<file path="src/logic/spdpm_pkg.sv">
// shared constants and types for the decoder / spi pad multiplexer
package spdpm_pkg;

   ////////////////////////////////////////////////////////////////////////////
   // pad numbering inside the block
   localparam int PAD_COUNT = 6;
   localparam int PAD_INDEX = 0;
   localparam int PAD_HOME = 1;
   localparam int PAD_SCLK = 2;
   localparam int PAD_MOSI = 3;
   localparam int PAD_MISO = 4;
   localparam int PAD_SS = 5;

   // bit positions of the pads in the port pull-up enable registers
   localparam int PORTC_PUR_LSB = 6;
   localparam int PORTC_PUR_WIDTH = 2;
   localparam int PORTE_PUR_LSB = 4;
   localparam int PORTE_PUR_WIDTH = 4;

   ////////////////////////////////////////////////////////////////////////////
   // reset values
   localparam logic [1:0] PORTC_PUR_RESET = 2'h3;
   localparam logic [3:0] PORTE_PUR_RESET = 4'hf;
   localparam logic [5:0] GPIO_DIR_RESET = 6'h00;
   localparam logic [5:0] GPIO_OUT_RESET = 6'h00;
   // level a function sees while its pad belongs to another function
   localparam logic [5:0] PAD_IDLE_LEVEL = 6'h20;
   // only the two port c pads offer a timer channel
   localparam logic [5:0] PAD_HAS_TIMER = 6'h03;

   ////////////////////////////////////////////////////////////////////////////
   // timing
   localparam int CLK_PERIOD_NS = 20;
   localparam int SPI_HALF_NS = 500;
   localparam int SPI_HALF_CYCLES = (SPI_HALF_NS + CLK_PERIOD_NS - 1) / CLK_PERIOD_NS;
   localparam int HALF_CNT_W = 5;
   localparam logic [HALF_CNT_W-1:0] HALF_LAST = HALF_CNT_W'(SPI_HALF_CYCLES - 1);
   localparam int SPI_BITS = 8;
   localparam int BIT_CNT_W = 4;
   localparam logic [BIT_CNT_W-1:0] BIT_LAST = BIT_CNT_W'(SPI_BITS - 1);
   localparam logic [BIT_CNT_W-1:0] BIT_ALL = BIT_CNT_W'(SPI_BITS);

   ////////////////////////////////////////////////////////////////////////////
   // types
   typedef enum logic [1:0] {FUNC_PERIPH, FUNC_TIMER, FUNC_GPIO} spdpm_func_t;
   typedef enum logic {SPI_IDLE, SPI_RUN} spdpm_spi_state_t;
   typedef struct packed {
      logic o;
      logic oe;
   } spdpm_drv_t;

endpackage

</file>
<file path="src/logic/spdpm_mux.sv">
// pad multiplexer for decoder 0 index/home and spi 0, with a small spi bit engine
`timescale 1ns/1ps
// Notes on behaviour
// - index pad defaults to decoder index
// - home pad defaults to decoder home
// - four port e pads default to spi
// - clearing port c bit drops pull-up
// - clearing port e bit drops pull-up
// - gpio pads individually input or output
// - clock pad drives in master, input slave
// - master-out driven by master, slave listens
// - master-out data settles half cycle early
// - master-in driven by slave, master listens
// - unselected slave floats master-in
// - master-in data settles half cycle early
// - slave select marks transfer for us
module spdpm_mux
   import spdpm_pkg::*;
(
   input logic CORE_CLK,
   input logic RST,
   // pads
   input logic [PAD_COUNT-1:0] PAD_I,
   output logic [PAD_COUNT-1:0] PAD_O,
   output logic [PAD_COUNT-1:0] PAD_OE,
   output logic [PAD_COUNT-1:0] PAD_PU,
   // configuration
   input logic FSEL_WE,
   input logic [2*PAD_COUNT-1:0] FSEL_DATA,
   output logic [2*PAD_COUNT-1:0] FSEL_STATE,
   input logic PORT_C_PULLUP_ENABLE_WE,
   input logic [PORTC_PUR_WIDTH-1:0] PORT_C_PULLUP_ENABLE_DATA,
   output logic [PORTC_PUR_WIDTH-1:0] PORT_C_PULLUP_ENABLE,
   input logic PORT_E_PULLUP_ENABLE_WE,
   input logic [PORTE_PUR_WIDTH-1:0] PORT_E_PULLUP_ENABLE_DATA,
   output logic [PORTE_PUR_WIDTH-1:0] PORT_E_PULLUP_ENABLE,
   input logic GPIO_DIR_WE,
   input logic [PAD_COUNT-1:0] GPIO_DIR_DATA,
   input logic GPIO_OUT_WE,
   input logic [PAD_COUNT-1:0] GPIO_OUT_DATA,
   output logic [PAD_COUNT-1:0] GPIO_IN,
   // decoder 0 and timer a
   output logic DECODER0_INDEX_INPUT,
   output logic DECODER0_HOME_INPUT,
   input logic TIMER_A_CHANNEL_TWO_OUT,
   input logic TIMER_A_CHANNEL_TWO_OE,
   output logic TIMER_A_CHANNEL_TWO_IN,
   input logic TIMER_A_CHANNEL_THREE_OUT,
   input logic TIMER_A_CHANNEL_THREE_OE,
   output logic TIMER_A_CHANNEL_THREE_IN,
   // spi 0 user side
   input logic SPI_MASTER,
   input logic SPI_START,
   input logic [SPI_BITS-1:0] SPI_TX_DATA,
   output logic [SPI_BITS-1:0] SPI_RX_DATA,
   output logic SPI_DONE,
   output logic SPI_BUSY
);

   ////////////////////////////////////////////////////////////////////////////
   // configuration state
   spdpm_func_t fsel [PAD_COUNT];
   spdpm_func_t next_fsel [PAD_COUNT];
   logic [PORTC_PUR_WIDTH-1:0] portc_pur;
   logic [PORTC_PUR_WIDTH-1:0] next_portc_pur;
   logic [PORTE_PUR_WIDTH-1:0] porte_pur;
   logic [PORTE_PUR_WIDTH-1:0] next_porte_pur;
   logic [PAD_COUNT-1:0] gpio_dir;
   logic [PAD_COUNT-1:0] next_gpio_dir;
   logic [PAD_COUNT-1:0] gpio_out;
   logic [PAD_COUNT-1:0] next_gpio_out;

   always_comb begin
      next_portc_pur = portc_pur;
      next_porte_pur = porte_pur;
      next_gpio_dir = gpio_dir;
      next_gpio_out = gpio_out;
      for (int i = 0; i < PAD_COUNT; i++) begin
         next_fsel[i] = fsel[i];
         // unknown code, or a timer on a pad without one, leaves the pad alone
         if (FSEL_WE && FSEL_DATA[2*i +: 2] != 2'h3 &&
             (PAD_HAS_TIMER[i] || spdpm_func_t'(FSEL_DATA[2*i +: 2]) != FUNC_TIMER)) begin
            next_fsel[i] = spdpm_func_t'(FSEL_DATA[2*i +: 2]);
         end
      end
      if (PORT_C_PULLUP_ENABLE_WE) begin
         next_portc_pur = PORT_C_PULLUP_ENABLE_DATA;
      end
      if (PORT_E_PULLUP_ENABLE_WE) begin
         next_porte_pur = PORT_E_PULLUP_ENABLE_DATA;
      end
      if (GPIO_DIR_WE) begin
         next_gpio_dir = GPIO_DIR_DATA;
      end
      if (GPIO_OUT_WE) begin
         next_gpio_out = GPIO_OUT_DATA;
      end
   end

   always_ff @(posedge CORE_CLK) begin
      if (RST) begin
         for (int i = 0; i < PAD_COUNT; i++) begin
            fsel[i] <= FUNC_PERIPH;
         end
         portc_pur <= PORTC_PUR_RESET;
         porte_pur <= PORTE_PUR_RESET;
         gpio_dir <= GPIO_DIR_RESET;
         gpio_out <= GPIO_OUT_RESET;
      end else begin
         fsel <= next_fsel;
         portc_pur <= next_portc_pur;
         porte_pur <= next_porte_pur;
         gpio_dir <= next_gpio_dir;
         gpio_out <= next_gpio_out;
      end
   end

   assign PAD_PU = {porte_pur, portc_pur};
   assign PORT_C_PULLUP_ENABLE = portc_pur;
   assign PORT_E_PULLUP_ENABLE = porte_pur;

   ////////////////////////////////////////////////////////////////////////////
   // pad cells
   spdpm_drv_t periph_drv [PAD_COUNT];
   spdpm_drv_t timer_drv [PAD_COUNT];
   spdpm_drv_t pad_drv [PAD_COUNT];
   logic [PAD_COUNT-1:0] periph_in;
   logic [PAD_COUNT-1:0] timer_in;
   logic [PAD_COUNT-1:0] gpio_in_raw;
   logic slave_sel;
   logic [SPI_BITS-1:0] tx_shift;
   logic sclk_out;

   // select is active low; a deselected pad reads idle high
   assign slave_sel = !SPI_MASTER && !periph_in[PAD_SS];

   always_comb begin
      for (int i = 0; i < PAD_COUNT; i++) begin
         periph_drv[i] = '0;
         timer_drv[i] = '0;
      end
      timer_drv[PAD_INDEX] = '{o: TIMER_A_CHANNEL_TWO_OUT, oe: TIMER_A_CHANNEL_TWO_OE};
      timer_drv[PAD_HOME] = '{o: TIMER_A_CHANNEL_THREE_OUT, oe: TIMER_A_CHANNEL_THREE_OE};
      periph_drv[PAD_SCLK] = '{o: sclk_out, oe: SPI_MASTER};
      periph_drv[PAD_MOSI] = '{o: tx_shift[SPI_BITS-1], oe: SPI_MASTER};
      periph_drv[PAD_MISO] = '{o: tx_shift[SPI_BITS-1], oe: slave_sel};
   end

   for (genvar g = 0; g < PAD_COUNT; g++) begin : g_pad
      spdpm_pad_cell u_cell (
         .FSEL(fsel[g]),
         .PERIPH_DRV(periph_drv[g]),
         .TIMER_DRV(timer_drv[g]),
         .GPIO_DRV('{o: gpio_out[g], oe: gpio_dir[g]}),
         .PAD_IN(PAD_I[g]),
         .IDLE_LEVEL(PAD_IDLE_LEVEL[g]),
         .PAD_DRV(pad_drv[g]),
         .PERIPH_IN(periph_in[g]),
         .TIMER_IN(timer_in[g]),
         .GPIO_IN(gpio_in_raw[g])
      );
      assign PAD_O[g] = pad_drv[g].o;
      assign PAD_OE[g] = pad_drv[g].oe;
      assign FSEL_STATE[2*g +: 2] = fsel[g];
   end

   ////////////////////////////////////////////////////////////////////////////
   // registered copies of pad inputs toward decoder, timer and gpio
   always_ff @(posedge CORE_CLK) begin
      if (RST) begin
         DECODER0_INDEX_INPUT <= 1'b0;
         DECODER0_HOME_INPUT <= 1'b0;
         TIMER_A_CHANNEL_TWO_IN <= 1'b0;
         TIMER_A_CHANNEL_THREE_IN <= 1'b0;
         GPIO_IN <= '0;
      end else begin
         DECODER0_INDEX_INPUT <= periph_in[PAD_INDEX];
         DECODER0_HOME_INPUT <= periph_in[PAD_HOME];
         TIMER_A_CHANNEL_TWO_IN <= timer_in[PAD_INDEX];
         TIMER_A_CHANNEL_THREE_IN <= timer_in[PAD_HOME];
         GPIO_IN <= gpio_in_raw;
      end
   end

   ////////////////////////////////////////////////////////////////////////////
   // spi bit engine: data moves on the falling edge, is sampled on the rising
   spdpm_spi_state_t spi_state;
   spdpm_spi_state_t next_spi_state;
   logic [HALF_CNT_W-1:0] half_cnt;
   logic [HALF_CNT_W-1:0] next_half_cnt;
   logic [BIT_CNT_W-1:0] bit_cnt;
   logic [BIT_CNT_W-1:0] next_bit_cnt;
   logic next_sclk_out;
   logic [SPI_BITS-1:0] next_tx_shift;
   logic [SPI_BITS-1:0] rx_shift;
   logic [SPI_BITS-1:0] next_rx_shift;
   logic [SPI_BITS-1:0] next_rx_data;
   logic next_done;
   logic sclk_in_q;
   logic sclk_rise;
   logic sclk_fall;

   assign sclk_rise = periph_in[PAD_SCLK] && !sclk_in_q;
   assign sclk_fall = !periph_in[PAD_SCLK] && sclk_in_q;

   always_comb begin
      next_spi_state = spi_state;
      next_half_cnt = half_cnt;
      next_bit_cnt = bit_cnt;
      next_sclk_out = sclk_out;
      next_tx_shift = tx_shift;
      next_rx_shift = rx_shift;
      next_rx_data = SPI_RX_DATA;
      next_done = 1'b0;
      case (spi_state)
         SPI_IDLE: begin
            next_sclk_out = 1'b0;
            if (SPI_MASTER) begin
               if (SPI_START) begin
                  // first bit out now, first rising edge a half period later
                  next_tx_shift = SPI_TX_DATA;
                  next_half_cnt = '0;
                  next_bit_cnt = '0;
                  next_spi_state = SPI_RUN;
               end
            end else if (!slave_sel) begin
               // deselected slave keeps its first bit ready ahead of the clock
               next_tx_shift = SPI_TX_DATA;
               next_bit_cnt = '0;
            end else if (sclk_rise) begin
               next_rx_shift = {rx_shift[SPI_BITS-2:0], periph_in[PAD_MOSI]};
               next_bit_cnt = bit_cnt + 1'b1;
               if (bit_cnt == BIT_LAST) begin
                  next_rx_data = {rx_shift[SPI_BITS-2:0], periph_in[PAD_MOSI]};
                  next_done = 1'b1;
                  next_bit_cnt = '0;
                  next_tx_shift = SPI_TX_DATA;
               end
            end else if (sclk_fall && bit_cnt != '0) begin
               next_tx_shift = {tx_shift[SPI_BITS-2:0], 1'b0};
            end
         end
         SPI_RUN: begin
            next_half_cnt = half_cnt + 1'b1;
            if (half_cnt == HALF_LAST) begin
               next_half_cnt = '0;
               if (!sclk_out) begin
                  next_sclk_out = 1'b1;
                  next_rx_shift = {rx_shift[SPI_BITS-2:0], periph_in[PAD_MISO]};
                  next_bit_cnt = bit_cnt + 1'b1;
               end else begin
                  next_sclk_out = 1'b0;
                  if (bit_cnt == BIT_ALL) begin
                     // cleared so a later slave byte starts counting from zero
                     next_bit_cnt = '0;
                     next_rx_data = rx_shift;
                     next_done = 1'b1;
                     next_spi_state = SPI_IDLE;
                  end else begin
                     next_tx_shift = {tx_shift[SPI_BITS-2:0], 1'b0};
                  end
               end
            end
         end
         default: begin
            next_spi_state = SPI_IDLE;
         end
      endcase
   end

   always_ff @(posedge CORE_CLK) begin
      if (RST) begin
         spi_state <= SPI_IDLE;
         half_cnt <= '0;
         bit_cnt <= '0;
         sclk_out <= 1'b0;
         tx_shift <= '0;
         rx_shift <= '0;
         SPI_RX_DATA <= '0;
         SPI_DONE <= 1'b0;
         // pad idles high on its pull-up; avoids a false rise after reset
         sclk_in_q <= 1'b1;
      end else begin
         spi_state <= next_spi_state;
         half_cnt <= next_half_cnt;
         bit_cnt <= next_bit_cnt;
         sclk_out <= next_sclk_out;
         tx_shift <= next_tx_shift;
         rx_shift <= next_rx_shift;
         SPI_RX_DATA <= next_rx_data;
         SPI_DONE <= next_done;
         sclk_in_q <= periph_in[PAD_SCLK];
      end
   end

   // a mode change mid transfer is not guarded; software must wait for idle
   assign SPI_BUSY = (spi_state == SPI_RUN) || slave_sel;

   logic gpio_all_gpio;
   always_comb begin
      gpio_all_gpio = 1'b1;
      for (int i = 0; i < PAD_COUNT; i++) begin
         gpio_all_gpio = gpio_all_gpio && fsel[i] == FUNC_GPIO && !FSEL_WE;
      end
   end
endmodule // spdpm_mux

</file>
<file path="src/logic/spdpm_pad_cell.sv">
// one pad: picks exactly one function for the driver and routes the input
`timescale 1ns/1ps
module spdpm_pad_cell
   import spdpm_pkg::*;
(
   input spdpm_func_t FSEL,
   input spdpm_drv_t PERIPH_DRV,
   input spdpm_drv_t TIMER_DRV,
   input spdpm_drv_t GPIO_DRV,
   input logic PAD_IN,
   input logic IDLE_LEVEL,
   output spdpm_drv_t PAD_DRV,
   output logic PERIPH_IN,
   output logic TIMER_IN,
   output logic GPIO_IN
);

   ////////////////////////////////////////////////////////////////////////////
   // unselected functions see their idle level, never the pad
   always_comb begin
      PAD_DRV = '0;
      PERIPH_IN = IDLE_LEVEL;
      TIMER_IN = IDLE_LEVEL;
      GPIO_IN = IDLE_LEVEL;
      case (FSEL)
         FUNC_PERIPH: begin
            PAD_DRV = PERIPH_DRV;
            PERIPH_IN = PAD_IN;
         end
         FUNC_TIMER: begin
            PAD_DRV = TIMER_DRV;
            TIMER_IN = PAD_IN;
         end
         FUNC_GPIO: begin
            PAD_DRV = GPIO_DRV;
            GPIO_IN = PAD_IN;
         end
         default: begin
            PAD_DRV = '0;
         end
      endcase
   end

endmodule // spdpm_pad_cell

</file>
<file path="config.mk">
export PLATFORM = sky130hd
export DESIGN_NAME = spdpm_mux
export DESIGN_NICKNAME = d
export VERILOG_FILES = /design/src/logic/spdpm_pkg.sv /design/src/logic/spdpm_mux.sv /design/src/logic/spdpm_pad_cell.sv
export SDC_FILE = /design/constraint.sdc
export NUM_CORES = 1
export LEC_CHECK = 0
export BUFFER_PORTS_ARGS = -buffer_cell sky130_fd_sc_hd__clkbuf_2
export CAP_MARGIN = 20
export CORE_MARGIN = 8
export CORE_UTILIZATION = 54
export DETAILED_ROUTE_END_ITERATION = 8
export PLACE_DENSITY = 0.83
export REMOVE_ABC_BUFFERS = 1
export SYNTH_ARGS = -nofsm -noshare
export SYNTH_HDL_FRONTEND = slang
export SYNTH_SLANG_ARGS = --single-unit
export TNS_END_PERCENT = 50
</file>
<file path="constraint.sdc">
create_clock -name CORE_CLK -period 6.3 [get_ports CORE_CLK]
set_input_delay 0 -clock CORE_CLK [delete_from_list [all_inputs] [get_ports CORE_CLK]]
set_output_delay 0 -clock CORE_CLK [all_outputs]
set_load 0.02 [all_outputs]
</file>
==> results.toml, run 1 <==
[cts]
cts.sinks = 77
cts_root_buffer = "clkbuf_8"
cts-htree-levels = 3
post_cts_resized = 0
clk_path_buf_depth = 2
numCtsBuffers = 9
clk_pin_slew_ns = 0.08
clkLatencyLatePin_ns = 0.34
cts_tree = "yes"

[placement]
dp_hpwl_um = 6080
place.gp.congestion = 0.812
port_buffers = 112

[synthesis]
synthTopCellsByCount = "77 x dfxtp_1, 50 x nor2_1, 48 x mux2i_1"
yosysTopAreaCell = "dfxtp_1"
synth_most_common_cell = "dfxtp_1"
synth-seq-area-share = 0.445
yosysWarnings = 0
syn_area_um2 = 3460
synth_edf_count = 0
synth.avg_cell_area_um2 = 9.70
ys_types = 51
synthTopCellsByArea = "dfxtp_1 44%, mux2i_1 14%, nor2_1 5.4%"
synth_top_area_share = 0.445
ys_seq_elements = 77
syn_inst = 357
ys.flop_type = "dfxtp_1"
async_flop_share = 0

[power]
clockPowerShare = 0.356
power_frac_seq = 0.484
swShare = 0.270
irDropWorstVdd_uv = 172
power_density_nw_per_um2 = 231
combPwrFrac = 0.160
leakagePower_nw = 2.12
p_sw_w = 0.000294
p_int_w = 0.000795
p_total_w = 0.00109

[critical_path]
path_cells = "inv_1, a21oi_1, a211o_1, o211ai_1, o41ai_1"
reg2regPathDepth = 5
worstPathArrival_ns = 2.74
start_kind = "register"
slowest_delay_ns = 0.92
crit_required_ns = 6.51
worst_path_max_delay_cell = "dfxtp_1"
setup.worst_path.end_class = "register"
crit_buf_inv = 1
worstPathMaxFanout = 22
setup.worst_path.class = "reg -> reg"
critPathTopFamily = "compound AO/OA/AOI/OAI gates"
cp.depth = 5

[timing]
tightest_slew_ns = 0.899
fin_worst_skew_ns = 0.00905
fin_tns_setup_ns = 0
whs_ns = 0.0151
setup_violations = 0
fin_crit_sh = 0.401
rsz0062_at_grt = "no"
finalMaxSlewViolations = 0
finalCriticalPeriod_ns = 2.52
relSlewSlack = 0.400
hold_viol_final = 0
clock.fmax_ghz = 0.396

[die]
io-pin-count = 113
chipWidth_um = 96.1
coreArea_um2 = 6280
rows = 29
die_h_um = 96.1
dieArea_um2 = 9240
initial_core_util = 0.552

[grt]
antenna_found_initial = 0
grt_pass1_vias = 3231
grt_start_max_net_pins = 67
track_usage = 0.211
grt_pass1_wl_um = 15200
grt_overflow = 0

[flow_run]
drv_cap = 0

[drt]
final_antenna_net_count = 0
routed_via_density = 5.41
detail_route.first_pass.iterations = 6
drc_errors = 0
wl_um = 9490
post_drt_wl_per_cell_um = 16.1
drtIter0Drc = 135
vias = 3187

[final_layout]
drive_gt1_frac = 0.289
fin_nets = 574
area_growth_pct = 35.8
diodes = 0
fillers = 433

[min_path]
hold_depth = 3
min_path_type = "in -> reg"

[outcome]
status = "completed"
-- tightest hold or removal path, cell delays in order --
cell and delay, ns:
clkbuf_2 0.09, nor2b_1 0.06, nor3b_1 0.15
-- layer usage --
metal	routed length, um	part of all wire	GRT usage
met5	0	0	0
met4	214	0.023	0.0922
met3	651	0.069	0.0491
met2	4870	0.51	0.393
met1	3750	0.40	0.219
-- worst paths after layout --
path | startpoint | to | slack [ns]
worst max register to register | spi_state | tx_shift[7] | 3.78
worst min-delay path | FSEL_DATA[4] | FSEL_STATE[4] | 0.02
worst max-delay path | spi_state | tx_shift[7] | 3.78
worst min register to register | tx_shift[0] | tx_shift[0] | 0.49
-- state kept, by name (all words and copies together) (netlist names), 2 cells and up --
| register | count |
|---|---|
| FSEL_STATE | 12 |
| SPI_RX_DATA | 8 |
| rx_shift | 8 |
| tx_shift | 8 |
| GPIO_IN | 6 |
| gpio_dir | 6 |
| gpio_out | 6 |
| half_cnt | 5 |
| PORT_E_PULLUP_ENABLE | 4 |
| bit_cnt | 4 |
| PORT_C_PULLUP_ENABLE | 2 |
-- stage by stage --
stage                util  instances  cell area (um2)  worst slack (ns)
global route        0.749        589             4700              3.64
finish              0.749        589             4700              3.78
floorplan               -        334             3340              4.12
global placement    0.638        524             4000              3.91
CTS                 0.749        589             4700              3.82
detailed placement  0.638        524             4000              3.84
-- logic make-up (layout without fill, tap and decap cells) --
group | count (synthesis) | after routing | share of synthesized area
adder cells (fa/ha/maj) | 10 | 10 | 0.0361
buffers and inverters | 34 | 189 | 0.0484
flip-flops | 77 | 77 | 0.445
AO/OA/AOI/OAI | 58 | 58 | 0.124
AND/OR/NAND/NOR | 128 | 128 | 0.202
XOR/XNOR | 1 | 1 | 0.00253
multiplexers | 49 | 49 | 0.142
-- final cells by class --
| cell class | count | area (um2) | share of cell area |
|---|---|---|---|
| Multi-Input combinational cell | 246 | 1760 | 0.373 |
| Sequential cell | 77 | 1540 | 0.328 |
| Timing Repair Buffer | 162 | 1060 | 0.225 |
| Clock buffer | 11 | 151 | 0.0322 |
| Tap cell | 77 | 96.3 | 0.0205 |
| Clock inverter | 5 | 58.8 | 0.0125 |
| Inverter | 11 | 41.3 | 0.00878 |
-- power groups by stage --
stage | Sequential [W] | Combinational [W] | Clock (W)
after global routing | 0.000529 | 0.000190 | 0.000415
after floorplan | 0.000544 | 0.0000775 | 0
after CTS | 0.000525 | 0.000171 | 0.000391
after detailed placement | 0.000537 | 0.000144 | 0
final | 0.000526 | 0.000174 | 0.000388
after global placement | 0.000535 | 0.000141 | 0
-- layout by cell type, fill, tap and decap left out, types with 3 or more instances in the layout --
cell / netlist / layout
nor3b_1: 6 / 6
nor2b_1: 16 / 16
nor2_1: 50 / 50
clkbuf_8: 0 / 11
dfxtp_1: 77 / 77
a22oi_1: 5 / 5
a211oi_1: 8 / 8
mux2i_1: 48 / 48
dlygate4sd3_1: 0 / 49
o211ai_1: 7 / 7
nand2_1: 15 / 15
clkbuf_2: 0 / 112
a21oi_1: 11 / 11
a31o_2: 3 / 3
o41ai_1: 7 / 7
nor4bb_1: 3 / 3
o21ai_0: 5 / 5
ha_1: 10 / 10
and2_1: 7 / 7
nor3_1: 8 / 8
inv_1: 11 / 11
-- what timing repair did --
action                                  4_1_cts  5_1_grt
hold buffers                                 49        0
endpoints found under the setup margin        0        0
setup buffers                                 0        0
hold endpoints to repair                     40        0
Power figures use the tool's default switching activity.
==> inputs of run 2 (changes only) <==
Settings changed: CORE_UTILIZATION 54 to 46, PLACE_DENSITY 0.83 to 0.75.
Clock period 6.3 ns to 2.3 ns, I/O delays scaled along.
==> run 2 against run 1 <==
  * Sequential cell count stayed put
  * Sequential share of layout area is 0.89 points lower
  * Highest routed layer unchanged
  * Worst hold slack better by 0.0071 ns
  * Combinational power grew to 2.9 times the previous value
  * Total power grew to 2.7 times the previous value
  * Critical endpoint is now SPI_RX_DATA[7]
  * Clock-buffer cell count is 1 lower
  * Largest cell class unchanged
  * Clock skew is 0.0016 ns lower
  * Sequential power grew to 2.7 times the previous value
  * Wire length hardly changed
==> results.toml, run 2 (synthesis results as in run 1) <==
[outcome]
status = "completed"

[critical_path]
worstPathMaxFanout = 15
reg2regPathDepth = 7
crit_required_ns = 2.58
worstPathArrival_ns = 2.43
setup.worst_path.end_class = "register"
start_kind = "register"
setup.worst_path.class = "reg -> reg"

[min_path]
hold_depth = 3
min_path_type = "in -> reg"

[power]
power_density_nw_per_um2 = 606
irDropWorstVdd_uv = 328
leakagePower_nw = 2.19

[die]
initial_core_util = 0.475
rows = 31
coreArea_um2 = 7290
die_h_um = 103
dieArea_um2 = 10600
io-pin-count = 113
chipWidth_um = 103

[grt]
grt_pass1_vias = 3229
antenna_found_initial = 0
grt_overflow = 0
grt_start_max_net_pins = 27
track_usage = 0.185
grt_pass1_wl_um = 15200

[drt]
drtIter0Drc = 142
drc_errors = 0
routed_via_density = 5.12
wl_um = 9490
post_drt_wl_per_cell_um = 15.2
detail_route.first_pass.iterations = 5
vias = 3205
final_antenna_net_count = 0

[cts]
cts_root_buffer = "clkbuf_8"
cts.sinks = 77
cts_tree = "yes"
clk_path_buf_depth = 2
numCtsBuffers = 9
clkLatencyLatePin_ns = 0.35
clk_pin_slew_ns = 0.08
post_cts_resized = 0
cts-htree-levels = 3

[final_layout]
largest_reg_flops = 12
drive_gt1_frac = 0.309
area_growth_pct = 39.5
fillers = 614
final_common_cell = "clkbuf_2"
final_cell_mix = "112 x clkbuf_2, 77 x dfxtp_1, 50 x nor2_1"
fin_nets = 589
diodes = 0

[placement]
port_buffers = 112
place.gp.congestion = 0.897
pre_cts_ws_ns = 0.0383
dp_hpwl_um = 6590

[timing]
fin_crit_sh = 0.938
setup_ws_ns = 0.142
relSlewSlack = 0.377
rsz0062_at_grt = "no"
finalMaxSlewViolations = 0
fin_worst_skew_ns = 0.00748
finalCriticalPeriod_ns = 2.16
setup_violations = 0
hold_viol_final = 0
fin_tns_setup_ns = 0
tightest_slew_ns = 0.928
clock.fmax_ghz = 0.463

[flow_run]
drv_cap = 0
[run 2: cell types whose count changed in the layout (fill, tap and decap cells not counted), sizes merged]
| cell | before | now |
|---|---|---|
| dlygate4sd3 | 49 | 48 |
| clkbuf | 123 | 122 |
| buf | 1 | 17 |
| clkinv | 2 | 3 |
[run 2: metal layers]
layer	global-route usage	wire [um]
met3	0.0493	674
met2	0.332	4750
met5	0	0
met1	0.202	3870
met4	0.0723	194
[run 2: worst paths after layout]
kind	start	to	slack [ns]
max	FSEL_STATE[10]	SPI_RX_DATA[7]	0.14
min	FSEL_DATA[8]	FSEL_STATE[8]	0.02
max reg2reg	FSEL_STATE[10]	SPI_RX_DATA[7]	0.14
min reg2reg	tx_shift[0]	tx_shift[0]	0.48
[run 2: critical path, stage by stage, from the launching register on]
cell and delay [ns]:
dfxtp_1 0.32, or4_4 0.57, or4_4 0.54, a21oi_4 0.18
buf_12 0.16, buf_4 0.12, nor2_2 0.03, a211oi_2 0.17
[run 2: repair_timing]
action	in CTS	in global routing
endpoints found under the setup margin	0	7
hold endpoints to repair	40	0
hold buffers	48	0
buffers inserted	0	2
[run 2: through the flow]
step                      area, um2  hold WS, ns  std cells   util  power, W
after global placement         4140        0.213        560  0.567   0.00188
after floorplan                3340       0.0646        334      -   0.00170
after detailed placement       4140        0.224        560  0.567   0.00189
after CTS                      4810      0.00680        624  0.659   0.00295
final                          4830       0.0221        626  0.663   0.00293
after global routing           4830       0.0222        626  0.663   0.00306
[run 2: final cells by class]
type	count	area [um2]	area share
clock inverters	6	63.8	0.0132
multi-input cells	246	1760	0.363
repair buffers	177	1180	0.244
well taps	99	124	0.0256
clock buffers	10	128	0.0264
flip-flops and latches	77	1540	0.319
inverters	11	41.3	0.00854
[run 2: where the power goes]
part           total (W)  internal [W]  switching [W]
sequential       0.00143       0.00139      0.0000441
clock           0.000993      0.000499       0.000494
combinational   0.000503      0.000246       0.000257
==> inputs of run 3 (changes only) <==
Settings changed: RECOVER_POWER set to 25.
==> run 3 against run 2 <==
  * Register-to-register slack is essentially flat
  * Die area is the same
  * Clock-buffer cell count is the same
  * Combinational power shrank 0.8%
  * Via count shrank 0.19%
  * Maximum frequency shrank 0.18%
  * Largest power group unchanged
  * Final cell count is the same
  * Total power shrank 0.15%
==> results.toml, run 3 (synthesis results as in run 1) <==
[outcome]
status = "completed"

[drt]
drc_errors = 0
final_antenna_net_count = 0
routed_via_density = 5.11
post_drt_wl_per_cell_um = 15.2
detail_route.first_pass.iterations = 6
wl_um = 9530
vias = 3199
drtIter0Drc = 143

[final_layout]
area_growth_pct = 38.3
largest_reg_flops = 12
final_common_cell = "clkbuf_2"
diodes = 0
stdcell_area_um2 = 4790
fin_nets = 589
final_cell_mix = "81 x clkbuf_2, 77 x dfxtp_1, 50 x nor2_1"
fin_util = 0.657
drive_gt1_frac = 0.249

[critical_path]
crit_buf_inv = 2
critPathTopFamily = "simple AND/OR/NAND/NOR gates"
start_kind = "register"
setup.worst_path.end_class = "register"
path_cells = "or4_4, or4_4, a21oi_4, buf_12, buf_4, nor2_2, a211oi_2"
crit_required_ns = 2.57
worstPathArrival_ns = 2.44
worst_path_max_delay_cell = "or4_4"
ff2ff_setup_slack_ns = 0.14
setup.worst_path.class = "reg -> reg"
worstReg2RegEnd = "SPI_RX_DATA[7]"
reg2reg_from = "FSEL_STATE[10]"
slowest_delay_ns = 0.57
reg2regPathDepth = 7
path_common_cell = "or4_4"
worstPathMaxFanout = 15

[power]
p_int_w = 0.00213
combPwrFrac = 0.171
power_frac_seq = 0.490
power_density_nw_per_um2 = 610
clockPowerShare = 0.340
leakagePower_nw = 2.09
irDropWorstVdd_uv = 327
p_sw_w = 0.000796
swShare = 0.272

[grt]
grt_pass1_wl_um = 15200
grt_start_max_net_pins = 27
grt_overflow = 0
grt_pass1_vias = 3229
antenna_found_initial = 0
track_usage = 0.185

[timing]
setup_violations = 0
fin_crit_sh = 0.940
rsz0062_at_grt = "no"
fin_tns_setup_ns = 0
setup_ws_ns = 0.138
finalMaxSlewViolations = 0
relSlewSlack = 0.371
fin_worst_skew_ns = 0.00730
finalCriticalPeriod_ns = 2.16
clock.fmax_ghz = 0.463
hold_viol_final = 0
tightest_slew_ns = 0.937

[placement]
place.gp.congestion = 0.897
port_buffers = 112
dp_hpwl_um = 6590
pre_cts_ws_ns = 0.0383
place_area_um2 = 4140

[die]
coreArea_um2 = 7290
rows = 31
chipWidth_um = 103
die_h_um = 103
initial_core_util = 0.475
dieArea_um2 = 10600
io-pin-count = 113

[cts]
clk_pin_slew_ns = 0.08
numCtsBuffers = 9
clkLatencyLatePin_ns = 0.35
post_cts_resized = 0
cts_root_buffer = "clkbuf_8"
cts-htree-levels = 3
cts.sinks = 77
cts_tree = "yes"
clk_path_buf_depth = 2

[min_path]
hold_depth = 3
worstHoldStart = "FSEL_DATA[6]"
worstHoldEndpoint = "FSEL_STATE[6]"
min_path_type = "in -> reg"

[flow_run]
drv_cap = 0
[run 3: routing by layer]
layer / share of wire / up-vias / wire, um / global-route usage
li1: - / 1593 / - / -
met3: 0.067 / 12 / 636 / 0.0493
met5: 0 / - / 0 / 0
met1: 0.42 / 1506 / 3980 / 0.202
met4: 0.020 / 0 / 194 / 0.0723
met2: 0.50 / 88 / 4720 / 0.332
[run 3: how the worst max path moves through the flow]
stage                               from        endpoint  depth (start not counted)
after floorplan           FSEL_STATE[10]  SPI_RX_DATA[0]                          5
after global placement    FSEL_STATE[10]  SPI_RX_DATA[6]                          5
after detailed placement  FSEL_STATE[10]  SPI_RX_DATA[0]                          5
after CTS                 FSEL_STATE[10]  SPI_RX_DATA[0]                          5
after global routing      FSEL_STATE[10]  SPI_RX_DATA[0]                          6
final                     FSEL_STATE[10]  SPI_RX_DATA[7]                          7
[run 3: through the flow]
stage	cells	total power, W	hold WS, ns
floorplan	334	0.00170	0.0646
global placement	560	0.00188	0.213
detailed placement	560	0.00189	0.224
CTS	624	0.00295	0.00680
global route	626	0.00306	0.0222
finish	626	0.00292	0.0252
[run 3: area by class of cell]
| type | count | area [um2] |
|---|---|---|
| fillers | 629 | 2500 |
| multi-input cells | 246 | 1760 |
| flip-flops and latches | 77 | 1540 |
| repair buffers | 177 | 1140 |
| clock buffers | 10 | 128 |
| well taps | 99 | 124 |
| clock inverters | 6 | 63.8 |
| inverters | 11 | 41.3 |
[run 3: power groups by stage]
stage	clock, W	sequential, W	combinational [W]
2_1_floorplan	0	0.00149	0.000212
3_3_place_gp	0	0.00146	0.000421
3_5_place_dp	0	0.00146	0.000431
4_1_cts	0.00102	0.00143	0.000500
6_report	0.000993	0.00143	0.000499
5_1_grt	0.00107	0.00144	0.000545
[run 3: repair_timing]
item / in CTS / in global routing
hold buffers: 48 / 0
hold endpoints to repair: 40 / 0
endpoints found under the setup margin: 0 / 7
setup buffers: 0 / 2
[run 3: worst register-to-register path, stage by stage, from the launching register on]
cell and delay (ns):
dfxtp_1 0.32, or4_4 0.57, or4_4 0.54, a21oi_4 0.18
buf_12 0.16, buf_4 0.12, nor2_2 0.03, a211oi_2 0.17
